## src/bsic_pkg.sv

```systemverilog
// constants shared by the bridge strap and interrupt configuration block
package bsic_pkg;
    localparam logic [7:0] BSIC_MISC_A_OFS = 8'h40;
    localparam logic [7:0] BSIC_MISC_TWO_OFS = 8'h44;
    localparam logic [7:0] BSIC_STRAP_OFS = 8'h48;
    localparam logic [7:0] BSIC_MISC_B_OFS = 8'h50;
    localparam logic [7:0] BSIC_MISC_TWO_B_OFS = 8'h54;
    localparam logic [7:0] BSIC_IRQ_STATUS_OFS = 8'h60;
    localparam logic [7:0] BSIC_IRQ_ENABLE_OFS = 8'h64;
    localparam logic [7:0] BSIC_IRQ_CLEAR_OFS = 8'h68;
    localparam logic [7:0] BSIC_MASK_OFS = 8'h6c;
    localparam int BSIC_ROUTE_BIT = 0;
    localparam int BSIC_FREQ_BIT = 1;
    localparam int BSIC_SINGLE_SLOT_BIT = 2;
    localparam int BSIC_NMI_EN_BIT = 0;
    localparam int BSIC_COMPAT_BIT = 0;
    localparam int BSIC_HP_EN_A_BIT = 2;
    localparam int BSIC_HP_EN_B_BIT = 3;
    localparam int BSIC_BUFFER_DELAY_VALUE_LSB = 8;
    localparam logic [31:0] BSIC_MISC_TWO_RST = 32'h0000_0000;
    localparam logic [3:0] BSIC_BUFFER_DELAY_VALUE_DEFAULT = 4'ha;
    localparam int BSIC_TAP_PS_NUM = 1250;
    localparam int BSIC_FREQ_SLOW_MHZ = 33;
    localparam int BSIC_FREQ_FAST_MHZ = 66;
endpackage

```

## src/bsic_top.sv

```systemverilog
// strap latch, miscellaneous registers and legacy interrupt combining for two bridges
// What this block does
// - latch single-slot strap at power-good rise from per-bridge pins; read-only
// - single-slot low plus hot-plug enabled means one slot without isolation switches
// - read-only frequency bit: 0 is 33 MHz, 1 is 66 MHz, from strap
// - legacy irq low when a routed bridge's slot input low and mask set
// - legacy irq outputs are open drain, released when inactive
// - misc two upper bits are plain storage; register resets to zero
// - nmi enable set makes each rise of a bridge's combined parity-or-system error request nmi, not a second error while one is held
// - boot strap register takes strap values at power-good rise
// - buffer delay field bits 11:8 reports tap step value, read-only
// - bit 3 latches serial load pin: hot-plug enable for bridge b
// - bit 2 latches serial out data pin: hot-plug enable for bridge a
// - compat bit routes compat-flagged host accesses to secondary bus
//
// Chosen here: the strobed register port.
module bsic_top (
    input wire logic core_clk,
    input wire logic rst_n,
    input wire logic power_good,
    input wire logic hotplug_serial_in_clock,
    input wire logic bridge_b_grant2_n,
    input wire logic hotplug_serial_load_n,
    input wire logic hotplug_serial_out_data,
    input wire logic compat_strap,
    input wire logic freq_strap_a,
    input wire logic freq_strap_b,
    input wire logic [3:0] buffer_delay_strap,
    input wire logic [3:0] slot_irq_in_a_n,
    input wire logic [3:0] slot_irq_in_b_n,
    input wire logic perr_a_n,
    input wire logic serr_a_n,
    input wire logic perr_b_n,
    input wire logic serr_b_n,
    input wire logic host_compat_req,
    input wire logic [7:0] reg_addr,
    input wire logic [31:0] reg_wdata,
    input wire logic reg_wr,
    input wire logic reg_rd,
    output logic [31:0] reg_rdata,
    output logic [3:0] legacy_irq_out_n_o,
    output logic [3:0] legacy_irq_out_n_oe,
    output logic compat_to_secondary,
    output logic hotplug_single_slot_mode_a,
    output logic hotplug_single_slot_mode_b,
    output logic nmi_req,
    output logic irq
);
    // two-flop synchronisers for every pin input
    // reset loads each pin's idle level so no false edge follows reset
    localparam int NSYNC = 25;
    localparam logic [NSYNC-1:0] SYNC_IDLE = 25'h1ffe;
    logic [NSYNC-1:0] sync_in;
    logic [NSYNC-1:0] sync1_reg;
    logic [NSYNC-1:0] sync2_reg;
    assign sync_in = {power_good, hotplug_serial_in_clock, bridge_b_grant2_n,
                      hotplug_serial_load_n, hotplug_serial_out_data, compat_strap,
                      freq_strap_a, freq_strap_b, buffer_delay_strap,
                      slot_irq_in_a_n, slot_irq_in_b_n,
                      perr_a_n, serr_a_n, perr_b_n, serr_b_n, 1'b0};

    always_ff @(posedge core_clk or negedge rst_n) begin
        if (!rst_n) begin
            sync1_reg <= SYNC_IDLE;
            sync2_reg <= SYNC_IDLE;
        end else begin
            sync1_reg <= sync_in;
            sync2_reg <= sync1_reg;
        end
    end

    // synchronised levels, in the order of the concatenation above
    logic pg_s;
    logic hsic_s;
    logic gnt2_s;
    logic hsil_s;
    logic hsod_s;
    logic compat_s;
    logic freq_a_s;
    logic freq_b_s;
    logic [3:0] buffer_delay_value_s;
    logic [3:0] slot_irq_in_n_a_s;
    logic [3:0] slot_irq_in_n_b_s;
    logic perr_a_s;
    logic serr_a_s;
    logic perr_b_s;
    logic serr_b_s;
    assign {pg_s, hsic_s, gnt2_s, hsil_s, hsod_s, compat_s, freq_a_s, freq_b_s, buffer_delay_value_s,
            slot_irq_in_n_a_s, slot_irq_in_n_b_s, perr_a_s, serr_a_s, perr_b_s, serr_b_s} =
        sync2_reg[NSYNC-1:1];

    // power-good rising edge detect on the synchronised level
    // straps are latched only once the level has crossed the synchroniser
    logic pg_d_reg;
    logic pg_rise;
    always_ff @(posedge core_clk or negedge rst_n) begin
        if (!rst_n) begin
            pg_d_reg <= 1'b0;
        end else begin
            pg_d_reg <= pg_s;
        end
    end
    assign pg_rise = pg_s & ~pg_d_reg;

    // strap latches; software has no write path to them
    // single-slot resets high: switches are assumed until straps are known
    logic single_slot_a_reg;
    logic single_slot_b_reg;
    logic freq_a_reg;
    logic freq_b_reg;
    logic hp_en_a_reg;
    logic hp_en_b_reg;
    logic [3:0] buffer_delay_value_reg;
    always_ff @(posedge core_clk or negedge rst_n) begin
        if (!rst_n) begin
            single_slot_a_reg <= 1'b1;
            single_slot_b_reg <= 1'b1;
            freq_a_reg <= 1'b0;
            freq_b_reg <= 1'b0;
            hp_en_a_reg <= 1'b0;
            hp_en_b_reg <= 1'b0;
            buffer_delay_value_reg <= bsic_pkg::BSIC_BUFFER_DELAY_VALUE_DEFAULT;
        end else if (pg_rise) begin
            single_slot_a_reg <= hsic_s;
            single_slot_b_reg <= gnt2_s;
            freq_a_reg <= freq_a_s;
            freq_b_reg <= freq_b_s;
            hp_en_a_reg <= hsod_s;
            hp_en_b_reg <= hsil_s;
            buffer_delay_value_reg <= buffer_delay_value_s;
        end
    end

    // single-slot mode needs strap low and hot-plug on; board keeps the rest legal
    assign hotplug_single_slot_mode_a = ~single_slot_a_reg & hp_en_a_reg;
    assign hotplug_single_slot_mode_b = ~single_slot_b_reg & hp_en_b_reg;

    // writable control state
    logic route_a_reg;
    logic route_b_reg;
    logic [31:0] misc_two_a_reg;
    logic [31:0] misc_two_b_reg;
    logic compat_reg;
    logic [7:0] mask_reg;
    logic [2:0] irq_en_reg;
    logic [2:0] irq_stat_reg;
    logic wr_misc_a;
    logic wr_misc_b;
    logic wr_two_a;
    logic wr_two_b;
    logic wr_strap;
    logic wr_mask;
    logic wr_ien;
    logic wr_iclr;
    // one decode per register; unmapped offsets change nothing
    assign wr_misc_a = reg_wr && reg_addr == bsic_pkg::BSIC_MISC_A_OFS;
    assign wr_misc_b = reg_wr && reg_addr == bsic_pkg::BSIC_MISC_B_OFS;
    assign wr_two_a = reg_wr && reg_addr == bsic_pkg::BSIC_MISC_TWO_OFS;
    assign wr_two_b = reg_wr && reg_addr == bsic_pkg::BSIC_MISC_TWO_B_OFS;
    assign wr_strap = reg_wr && reg_addr == bsic_pkg::BSIC_STRAP_OFS;
    assign wr_mask = reg_wr && reg_addr == bsic_pkg::BSIC_MASK_OFS;
    assign wr_ien = reg_wr && reg_addr == bsic_pkg::BSIC_IRQ_ENABLE_OFS;
    assign wr_iclr = reg_wr && reg_addr == bsic_pkg::BSIC_IRQ_CLEAR_OFS;

    // route bits reset high; legacy lines pass only after software sets mask bits, which reset to zero
    always_ff @(posedge core_clk or negedge rst_n) begin
        if (!rst_n) begin
            route_a_reg <= 1'b1;
            route_b_reg <= 1'b1;
        end else begin
            if (wr_misc_a) begin
                route_a_reg <= reg_wdata[bsic_pkg::BSIC_ROUTE_BIT];
            end
            if (wr_misc_b) begin
                route_b_reg <= reg_wdata[bsic_pkg::BSIC_ROUTE_BIT];
            end
        end
    end

    // bit 0 is the nmi enable; the upper bits are plain storage
    always_ff @(posedge core_clk or negedge rst_n) begin
        if (!rst_n) begin
            misc_two_a_reg <= bsic_pkg::BSIC_MISC_TWO_RST;
            misc_two_b_reg <= bsic_pkg::BSIC_MISC_TWO_RST;
        end else begin
            if (wr_two_a) begin
                misc_two_a_reg <= reg_wdata;
            end
            if (wr_two_b) begin
                misc_two_b_reg <= reg_wdata;
            end
        end
    end

    // compat default reloads from strap when power-good rises
    always_ff @(posedge core_clk or negedge rst_n) begin
        if (!rst_n) begin
            compat_reg <= 1'b0;
        end else if (pg_rise) begin
            compat_reg <= compat_s;
        end else if (wr_strap) begin
            compat_reg <= reg_wdata[bsic_pkg::BSIC_COMPAT_BIT];
        end
    end
    assign compat_to_secondary = compat_reg & host_compat_req;

    // redirection mask bits: [3:0] bridge a, [7:4] bridge b
    always_ff @(posedge core_clk or negedge rst_n) begin
        if (!rst_n) begin
            mask_reg <= 8'h00;
        end else if (wr_mask) begin
            mask_reg <= reg_wdata[7:0];
        end
    end

    // legacy interrupt combining, one open-drain output per line
    // line i pairs mask bit i for bridge a and bit i+4 for bridge b
    // drive value stays low; the enable alone pulls, the board pull-up restores high
    genvar gi;
    generate
        for (gi = 0; gi < 4; gi++) begin : g_line
            logic act;
            assign act = (route_a_reg & ~slot_irq_in_n_a_s[gi] & mask_reg[gi])
                       | (route_b_reg & ~slot_irq_in_n_b_s[gi] & mask_reg[gi+4]);
            assign legacy_irq_out_n_o[gi] = 1'b0;
            assign legacy_irq_out_n_oe[gi] = act;
        end
    endgenerate

    // error edge per bridge, index 0 bridge a; a held error asks for nmi once
    // parity and system errors share one edge, whatever drove them
    logic [1:0] perr_s;
    logic [1:0] serr_s;
    logic [1:0] nmi_en;
    logic [1:0] err_d_reg;
    logic [1:0] err_now;
    logic [1:0] err_rise;
    logic [2:0] ev;
    assign perr_s = {perr_b_s, perr_a_s};
    assign serr_s = {serr_b_s, serr_a_s};
    assign nmi_en = {misc_two_b_reg[bsic_pkg::BSIC_NMI_EN_BIT],
                     misc_two_a_reg[bsic_pkg::BSIC_NMI_EN_BIT]};
    always_ff @(posedge core_clk or negedge rst_n) begin
        if (!rst_n) begin
            err_d_reg <= 2'b00;
        end else begin
            err_d_reg <= err_now;
        end
    end

    genvar bi;
    generate
        for (bi = 0; bi < 2; bi++) begin : g_err
            assign err_now[bi] = ~perr_s[bi] | ~serr_s[bi];
            assign err_rise[bi] = err_now[bi] & ~err_d_reg[bi];
            assign ev[bi] = err_rise[bi] & nmi_en[bi];
        end
    endgenerate

    // status event sources: nmi bridge a, nmi bridge b, strap latch
    assign ev[2] = pg_rise;

    // registered so the pulse is one clean cycle per error edge
    always_ff @(posedge core_clk or negedge rst_n) begin
        if (!rst_n) begin
            nmi_req <= 1'b0;
        end else begin
            nmi_req <= ev[0] | ev[1];
        end
    end

    // enable and clear share the status layout
    always_ff @(posedge core_clk or negedge rst_n) begin
        if (!rst_n) begin
            irq_en_reg <= 3'h0;
        end else if (wr_ien) begin
            irq_en_reg <= reg_wdata[2:0];
        end
    end

    // set wins over a clear in the same cycle
    always_ff @(posedge core_clk or negedge rst_n) begin
        if (!rst_n) begin
            irq_stat_reg <= 3'h0;
        end else begin
            irq_stat_reg <= (irq_stat_reg & ~(wr_iclr ? reg_wdata[2:0] : 3'h0)) | ev;
        end
    end
    // level output: high until software clears the bit or its enable
    assign irq = |(irq_stat_reg & irq_en_reg);

    // read images of the mixed registers; reserved bits read zero
    logic [31:0] misc_a_word;
    logic [31:0] misc_b_word;
    logic [31:0] strap_word;
    // frequency bit is only meaningful while the bridge runs conventional mode
    always_comb begin
        misc_a_word = 32'h0000_0000;
        misc_a_word[bsic_pkg::BSIC_ROUTE_BIT] = route_a_reg;
        misc_a_word[bsic_pkg::BSIC_FREQ_BIT] = freq_a_reg;
        misc_a_word[bsic_pkg::BSIC_SINGLE_SLOT_BIT] = single_slot_a_reg;
    end

    always_comb begin
        misc_b_word = 32'h0000_0000;
        misc_b_word[bsic_pkg::BSIC_ROUTE_BIT] = route_b_reg;
        misc_b_word[bsic_pkg::BSIC_FREQ_BIT] = freq_b_reg;
        misc_b_word[bsic_pkg::BSIC_SINGLE_SLOT_BIT] = single_slot_b_reg;
    end

    always_comb begin
        strap_word = 32'h0000_0000;
        strap_word[bsic_pkg::BSIC_BUFFER_DELAY_VALUE_LSB +: 4] = buffer_delay_value_reg;
        strap_word[bsic_pkg::BSIC_HP_EN_B_BIT] = hp_en_b_reg;
        strap_word[bsic_pkg::BSIC_HP_EN_A_BIT] = hp_en_a_reg;
        strap_word[bsic_pkg::BSIC_COMPAT_BIT] = compat_reg;
    end

    // register read path, data one cycle after the strobe
    logic [31:0] rd_mux;
    always_comb begin
        rd_mux = 32'h0000_0000;
        case (reg_addr)
            bsic_pkg::BSIC_MISC_A_OFS: rd_mux = misc_a_word;
            bsic_pkg::BSIC_MISC_B_OFS: rd_mux = misc_b_word;
            bsic_pkg::BSIC_MISC_TWO_OFS: rd_mux = misc_two_a_reg;
            bsic_pkg::BSIC_MISC_TWO_B_OFS: rd_mux = misc_two_b_reg;
            bsic_pkg::BSIC_STRAP_OFS: rd_mux = strap_word;
            bsic_pkg::BSIC_IRQ_STATUS_OFS: rd_mux[2:0] = irq_stat_reg;
            bsic_pkg::BSIC_IRQ_ENABLE_OFS: rd_mux[2:0] = irq_en_reg;
            bsic_pkg::BSIC_MASK_OFS: rd_mux[7:0] = mask_reg;
            default: rd_mux = 32'h0000_0000;
        endcase
    end

    // data stand one cycle only, so a stale word is never taken twice
    always_ff @(posedge core_clk or negedge rst_n) begin
        if (!rst_n) begin
            reg_rdata <= 32'h0000_0000;
        end else if (reg_rd) begin
            reg_rdata <= rd_mux;
        end else begin
            reg_rdata <= 32'h0000_0000;
        end
    end
endmodule

```

## config.mk

```make
export PLATFORM = sky130hd
export DESIGN_NAME = bsic_top
export DESIGN_NICKNAME = d
export VERILOG_FILES = /design/src/bsic_pkg.sv /design/src/bsic_top.sv
export SDC_FILE = /design/constraint.sdc
export NUM_CORES = 1
export LEC_CHECK = 0
export BUFFER_PORTS_ARGS = -buffer_cell sky130_fd_sc_hd__buf_2
export CAP_MARGIN = 40
export CORE_MARGIN = 3
export CORE_UTILIZATION = 45
export DETAILED_ROUTE_END_ITERATION = 8
export MAX_ROUTING_LAYER = met4
export PLACE_DENSITY_LB_ADDON = 0.12
export SLEW_MARGIN = 25
export SYNTH_ARGS = -nofsm -noshare
export SYNTH_HDL_FRONTEND = slang
export SYNTH_SLANG_ARGS = --single-unit
```

## constraint.sdc

```tcl
create_clock -name core_clk -period 1.75 [get_ports core_clk]
set_input_delay 0.35 -clock core_clk [delete_from_list [all_inputs] [get_ports core_clk]]
set_output_delay 0.35 -clock core_clk [all_outputs]
set_load 0.005 [all_outputs]
```

==> results.md, run 1 <==
* Critical path endpoint category: output port
* # rows at 43
* Placement Cell Area at 7620 um^2
* Power Total at 8.30 mW
* Worst slack at placement at -0.272 ns
* Post-layout min period at 1.72 ns
* Die ar. at 16300 um^2
* Post-Route WL at 14.0 mm
* First-pass GRT wire length at 22.9 mm
* Layout cells sized above 1 at 50.2%
* IO Port Bufs at 109
* Initial drt markers at 240
* Setup Viol. Count Final at 0
* Critical path, cell by cell: nand2_2 > o22ai_2 > buf_2
* Synthesized instance count at 456
* Number of synthesized flops with an enable pin at 0
* RSZ-0062 raised after global routing: yes
* Logic pwr share at 6.0%
* CTS root buffer: clkbuf_16
* CTS buffer count at 17
* Area fraction in compound gates after synthesis at 6.29%
* Worst EP arrival at 1.37 ns
* Routed len/inst at 17.7 um
* Clock share of power at 41.2%
* Number of global-route vias before repair at 4410
* Post-placement cell count at 756
* Post-layout net count at 666
* Initial antenna violation count at 0
* Worst setup slack after layout at 0.0342 ns
* Internal power at 6.51 mW
* Vias at 4099
* Final clock skew at 0.00879 ns
* Largest family of logic cells by synthesized area: multiplexers
* CTS tree: built
* Synth Cell Area at 6640 um^2
* Global Route Usage Sum at 18.9%
* Fin. Hold Viols at 0
* HPWL Detailed at 9.61 mm
* Crit start category: flop
* Post-route DRC at 0
* Die Wd at 127 um
* Yosys cell types at 47
* Final Cell Area at 8200 um^2
* Max incr delay on CP at 0.60 ns
* Sequential area share after synthesis at 66.5%
* Max Fclk at 583 MHz
* Layout Area Growth over Synthesis at 23.4%
* Max-slew violation count at 0
* Async SR Flop Fraction at 100%
* Number of synthesized register bits at 175
* Crit-path leading delay family: flip-flops
* Final cell count without fillers at 790
* Die Height at 127 um
* Status: finished, final reports clean
* WP data required at 1.40 ns
* Area share of fa/ha/maj cells after synthesis at 0%
* CP Class: flop to output port
* Core Area at 14100 um^2
* Simple-gate share of the synthesized area at 6.82%
* Clock sink total at 175
* Number of diodes at 0
* Fin crit share at 98.0%
* Synth warnings at 0
* Max-Cap Viols at 0
* Ys flop type: dfrtp_1
* Worst skew pair latency at 0.42 ns
* DR pass1 iterations at 4
* Clock slew at reported path FFs at 0.06 ns
* XOR/XNOR Fraction of Synth Area at 0.132%
* Sw frac at 21.6%
* CTS max path bufs at 2
* WHS at 0.0320 ns
* Htree depth at 4
* Post-route ant nets at 0
* Largest net degree at the start of global routing at 59
* Crit path max fanout at 5
* Initial Utilization at 46.9%
* I/O pin total at 114
* Leak at 3.95 nW
* Reg power frac at 52.8%
* Power Dens Cells at 1010 nW/um^2
* Crit path buffers/inverters at 1
* NetSw at 1.79 mW
* Hold Crit Class: input pin to flop
* Global route overflow at 0
* Peak VDD IR at 0.545 mV
* Synthesized area per cell at 14.6 um^2
* Vias per std cell at 5.19
* Critical path's slowest cell: dfstp_2
* Mux contribution to synthesized area at 17.2%
* Final GP Congestion at 0.820
## repair_timing
action | CTS | global route
hold buffers | 1 | 0
endpoints found under the setup margin | 3 | 5
gates resized for setup | 0 | 6
hold endpoints to repair | 8 | 0
setup buffers | 1 | 0
pin swaps | 0 | 5
## Yosys cell counts (all sizes together), types with 2 or more instances
master,count,area (um^2)
nor2b,5,31.3
mux2,96,1080
nor2,35,131
dfrtp,145,3630
dfstp,30,788
nand2b,2,12.5
o21ai,4,20.0
a22oi,29,218
nand4,7,43.8
a32o,2,20.0
nand3,3,15.0
a221oi,2,17.5
nor3,3,20.0
nand2,20,75.1
buf,21,149
inv,4,15.0
a211o,2,17.5
clkbuf,9,33.8
o22ai,5,31.3
a222oi,3,30.0
nor4,4,40.0
a21oi,3,15.0
mux2i,4,40.0
or3b,2,17.5
## cell usage in the layout, fill, tap and decap left out, types with 7 or more instances in the layout
| cell type | n |
|---|---|
| buf_2 | 108 |
| dfrtp_1 | 145 |
| clkbuf_16 | 17 |
| buf_12 | 7 |
| mux2_2 | 88 |
| mux2_1 | 8 |
| buf_4 | 32 |
| dfstp_2 | 30 |
| a22oi_1 | 29 |
| nand2_1 | 16 |
| nand4_1 | 7 |
| nor2_1 | 35 |
## worst paths after layout
| kind | start | endpoint | slack [ns] | depth (start not counted) |
|---|---|---|---|---|
| min in group asynchronous | rst_n | reg_rdata[3] | 0.38 | 2 |
| worst min register to register | sync1_reg[17] | sync2_reg[17] | 0.34 | 0 |
| worst max register to register | route_a_reg | reg_rdata[0] | 0.38 | 4 |
| worst min-delay path | perr_b_n | sync1_reg[2] | 0.03 | 1 |
| worst max-delay path | route_a_reg | legacy_irq_out_n_oe[1] | 0.03 | 3 |
| max in group asynchronous | rst_n | sync1_reg[4] | 0.73 | 3 |
## layer usage
layer  global-route usage (%)  vias to the layer above  part of all wire [%]
met5                        -                        -                     0
met4                     6.94                        0                  0.97
met3                     4.97                        6                   5.3
met2                     29.0                      103                    50
met1                     24.4                     2089                    44
li1                         -                     1901                     -
## power groups by stage
stage / Sequential (mW) / Clock, mW / Combinational (mW)
5_1_grt: 4.41 / 3.68 / 0.562
6_report: 4.38 / 3.42 / 0.502
3_3_place_gp: 4.44 / 0 / 0.488
3_5_place_dp: 4.45 / 0 / 0.507
4_1_cts: 4.38 / 3.51 / 0.513
2_1_floorplan: 4.41 / 0 / 0.236
## worst register-to-register path, cell delays in order (launching register included)
cell and delay [ns]:
dfstp_2 0.60, buf_4 0.15, a221oi_1 0.07, a211o_1 0.27
a21oi_1 0.20
## through the flow
stage | TNS (ns) | utilization, %
2_1_floorplan | -6.15 | -
3_3_place_gp | -15.37 | 53.9
3_5_place_dp | -17.91 | 53.9
4_1_cts | 0 | 57.8
5_1_grt | -0.154 | 57.9
6_report | 0 | 57.9
## final cells by class
cell class	instances	area, um^2
clock inverter	8	70.1
sequential	175	4420
multi-input combinational	250	2070
tap	180	225
timing repair buffer	149	942
fill	1198	5950
clock buffer	24	462
inverter	4	15.0
## cells by family after synthesis
group           after synthesis
compound gates               56
xor+xnor                      1
buf+inv                      34
flops                       175
mux                         101
other cells                   1
simple gates                 88
(Power assumes the default switching activity.)
==> run 2, diff against run 1 <==
--- a/config.mk
+++ b/config.mk
@@ -9,9 +9,11 @@
 export CAP_MARGIN = 40
 export CORE_MARGIN = 3
 export CORE_UTILIZATION = 45
+export CTS_BUF_LIST = sky130_fd_sc_hd__clkbuf_16
 export DETAILED_ROUTE_END_ITERATION = 8
 export MAX_ROUTING_LAYER = met4
 export PLACE_DENSITY_LB_ADDON = 0.12
+export REMOVE_ABC_BUFFERS = 1
 export SLEW_MARGIN = 25
 export SYNTH_ARGS = -nofsm -noshare
 export SYNTH_HDL_FRONTEND = slang
==> run 2 against run 1 <==
- the run now ends with setup timing left
- clock skew decreased by 0.0035 ns
- core utilization grew 2.2 points
- register-to-register slack is essentially flat
- clock power is 16% higher
- combinational power increased by 11%
- clock-buffer cell count down 7
- sequential power about the same
- flip-flop and latch count stayed put
- highest routed layer unchanged
==> results.md, run 2 (synthesis results as in run 1) <==
* Post-route ant nets at 0
* Critical path's slowest cell: dfstp_2
* Final GP Congestion at 0.847
* Max Fclk at 566 MHz
* Fin. Hold Viols at 0
* CTS root buffer: clkbuf_16
* HPWL Detailed at 9.81 mm
* Number of global-route vias before repair at 4372
* CTS max path bufs at 2
* Max incr delay on CP at 0.61 ns
* Hold Crit Class: input pin to flop
* Initial drt markers at 252
* DR pass1 iterations at 4
* Peak VDD IR at 0.608 mV
* Fin crit share at 101%
* Leak at 4.10 nW
* Layout Area Growth over Synthesis at 28.1%
* Die Height at 127 um
* I/O pin total at 114
* Most common cell after layout, fill and taps aside: dfrtp_1
* Htree depth at 4
* Crit start category: flop
* Commonest cells after routing, fill and taps aside: dfrtp_1, buf_2, mux2_2, buf_4, nor2_1
* Crit path buffers/inverters at 1
* Clock sink total at 175
* IO Port Bufs at 109
* Initial Utilization at 46.9%
* Worst slack at placement at -0.266 ns
* Number of diodes at 0
* Core Area at 14100 um^2
* Failing checks: setup timing
* Initial antenna violation count at 0
* CP Class: flop to output port
* Global route overflow at 0
* Die ar. at 16300 um^2
* Routed len/inst at 17.7 um
* Post-Route WL at 14.4 mm
* CTS tree: built
* First-pass GRT wire length at 23.2 mm
* Critical path endpoint category: output port
* Post-layout min period at 1.77 ns
* Post-layout net count at 686
* Worst EP arrival at 1.42 ns
* Worst skew pair latency at 0.42 ns
* Critical path, cell by cell: nand2_1 > o22ai_2 > buf_2
* WHS at 0.0242 ns
* WP data required at 1.40 ns
* Crit path max fanout at 5
* Max-slew violation count at 0
* # rows at 43
* Crit-path leading delay family: flip-flops
* Layout cells sized above 1 at 50.8%
* Max-Cap Viols at 0
* Die Wd at 127 um
* Largest net degree at the start of global routing at 46
* Status: complete, but fails checks
* Worst setup slack after layout at -0.0167 ns
* Setup Viol. Count Final at 2
* Vias at 4232
* Vias per std cell at 5.22
* CTS buffer count at 17
* Post-route DRC at 0
* RSZ-0062 raised after global routing: yes
* Clock slew at reported path FFs at 0.07 ns
* Fillers at 1127
* Power Dens Cells at 1050 nW/um^2
* Final clock skew at 0.00525 ns
* Global Route Usage Sum at 19.2%
run 2: through the flow:
step	cells	utilization [%]	power, mW	TNS (ns)	instance area (um^2)
floorplan	429	-	4.61	-61.87	6470
global placement	763	54.4	4.95	-14.76	7700
detailed placement	763	54.4	4.98	-15.40	7700
CTS	803	59.6	9.02	-0.0408	8430
global route	810	60.1	9.30	-0.245	8510
finish	810	60.1	8.92	-0.0328	8510
run 2: worst paths after layout:
| path | from | endpoint | slack [ns] | cells after the start |
|---|---|---|---|---|
| worst max-delay path | route_a_reg | legacy_irq_out_n_oe[1] | -0.02 | 3 |
| worst min-delay path | slot_irq_in_b_n[2] | sync1_reg[7] | 0.02 | 1 |
| worst max register to register | route_a_reg | reg_rdata[0] | 0.37 | 4 |
| worst min register to register | sync1_reg[20] | sync2_reg[20] | 0.35 | 0 |
| max in group asynchronous | rst_n | sync1_reg[4] | 0.67 | 3 |
| min in group asynchronous | rst_n | misc_two_b_reg[19] | 0.44 | 2 |
run 2: where the power goes:
group / internal [mW] / switching (mW) / leakage [nW] / total (mW)
combinational: 0.293 / 0.265 / 1.56 / 0.558
clock: 2.41 / 1.57 / 0.302 / 3.98
sequential: 4.27 / 0.107 / 2.24 / 4.38
run 2: final cells by class:
class                   count  area [um^2]  share of cell area [%]
multi-input cells         250         2070                    24.3
well taps                 180          225                    2.65
repair buffers            169         1140                    13.5
inverters                   4         15.0                   0.177
flip-flops and latches    175         4420                    51.9
clock buffers              17          425                    5.00
clock inverters            15          209                    2.46
run 2: layer usage:
layer,routed length (um),track usage [%],vias up
met2,7190,30.7,104
met1,6360,24.4,2169
met5,0,-,-
met3,695,5.64,12
met4,129,4.67,0
li1,-,-,1947
run 2: what timing repair did:
action | 4_1_cts | 5_1_grt
endpoints found under the setup margin | 5 | 5
hold endpoints to repair | 38 | 7
buffers inserted | 3 | 0
pin swaps | 2 | 2
hold buffers | 5 | 7
gates resized for setup | 5 | 1
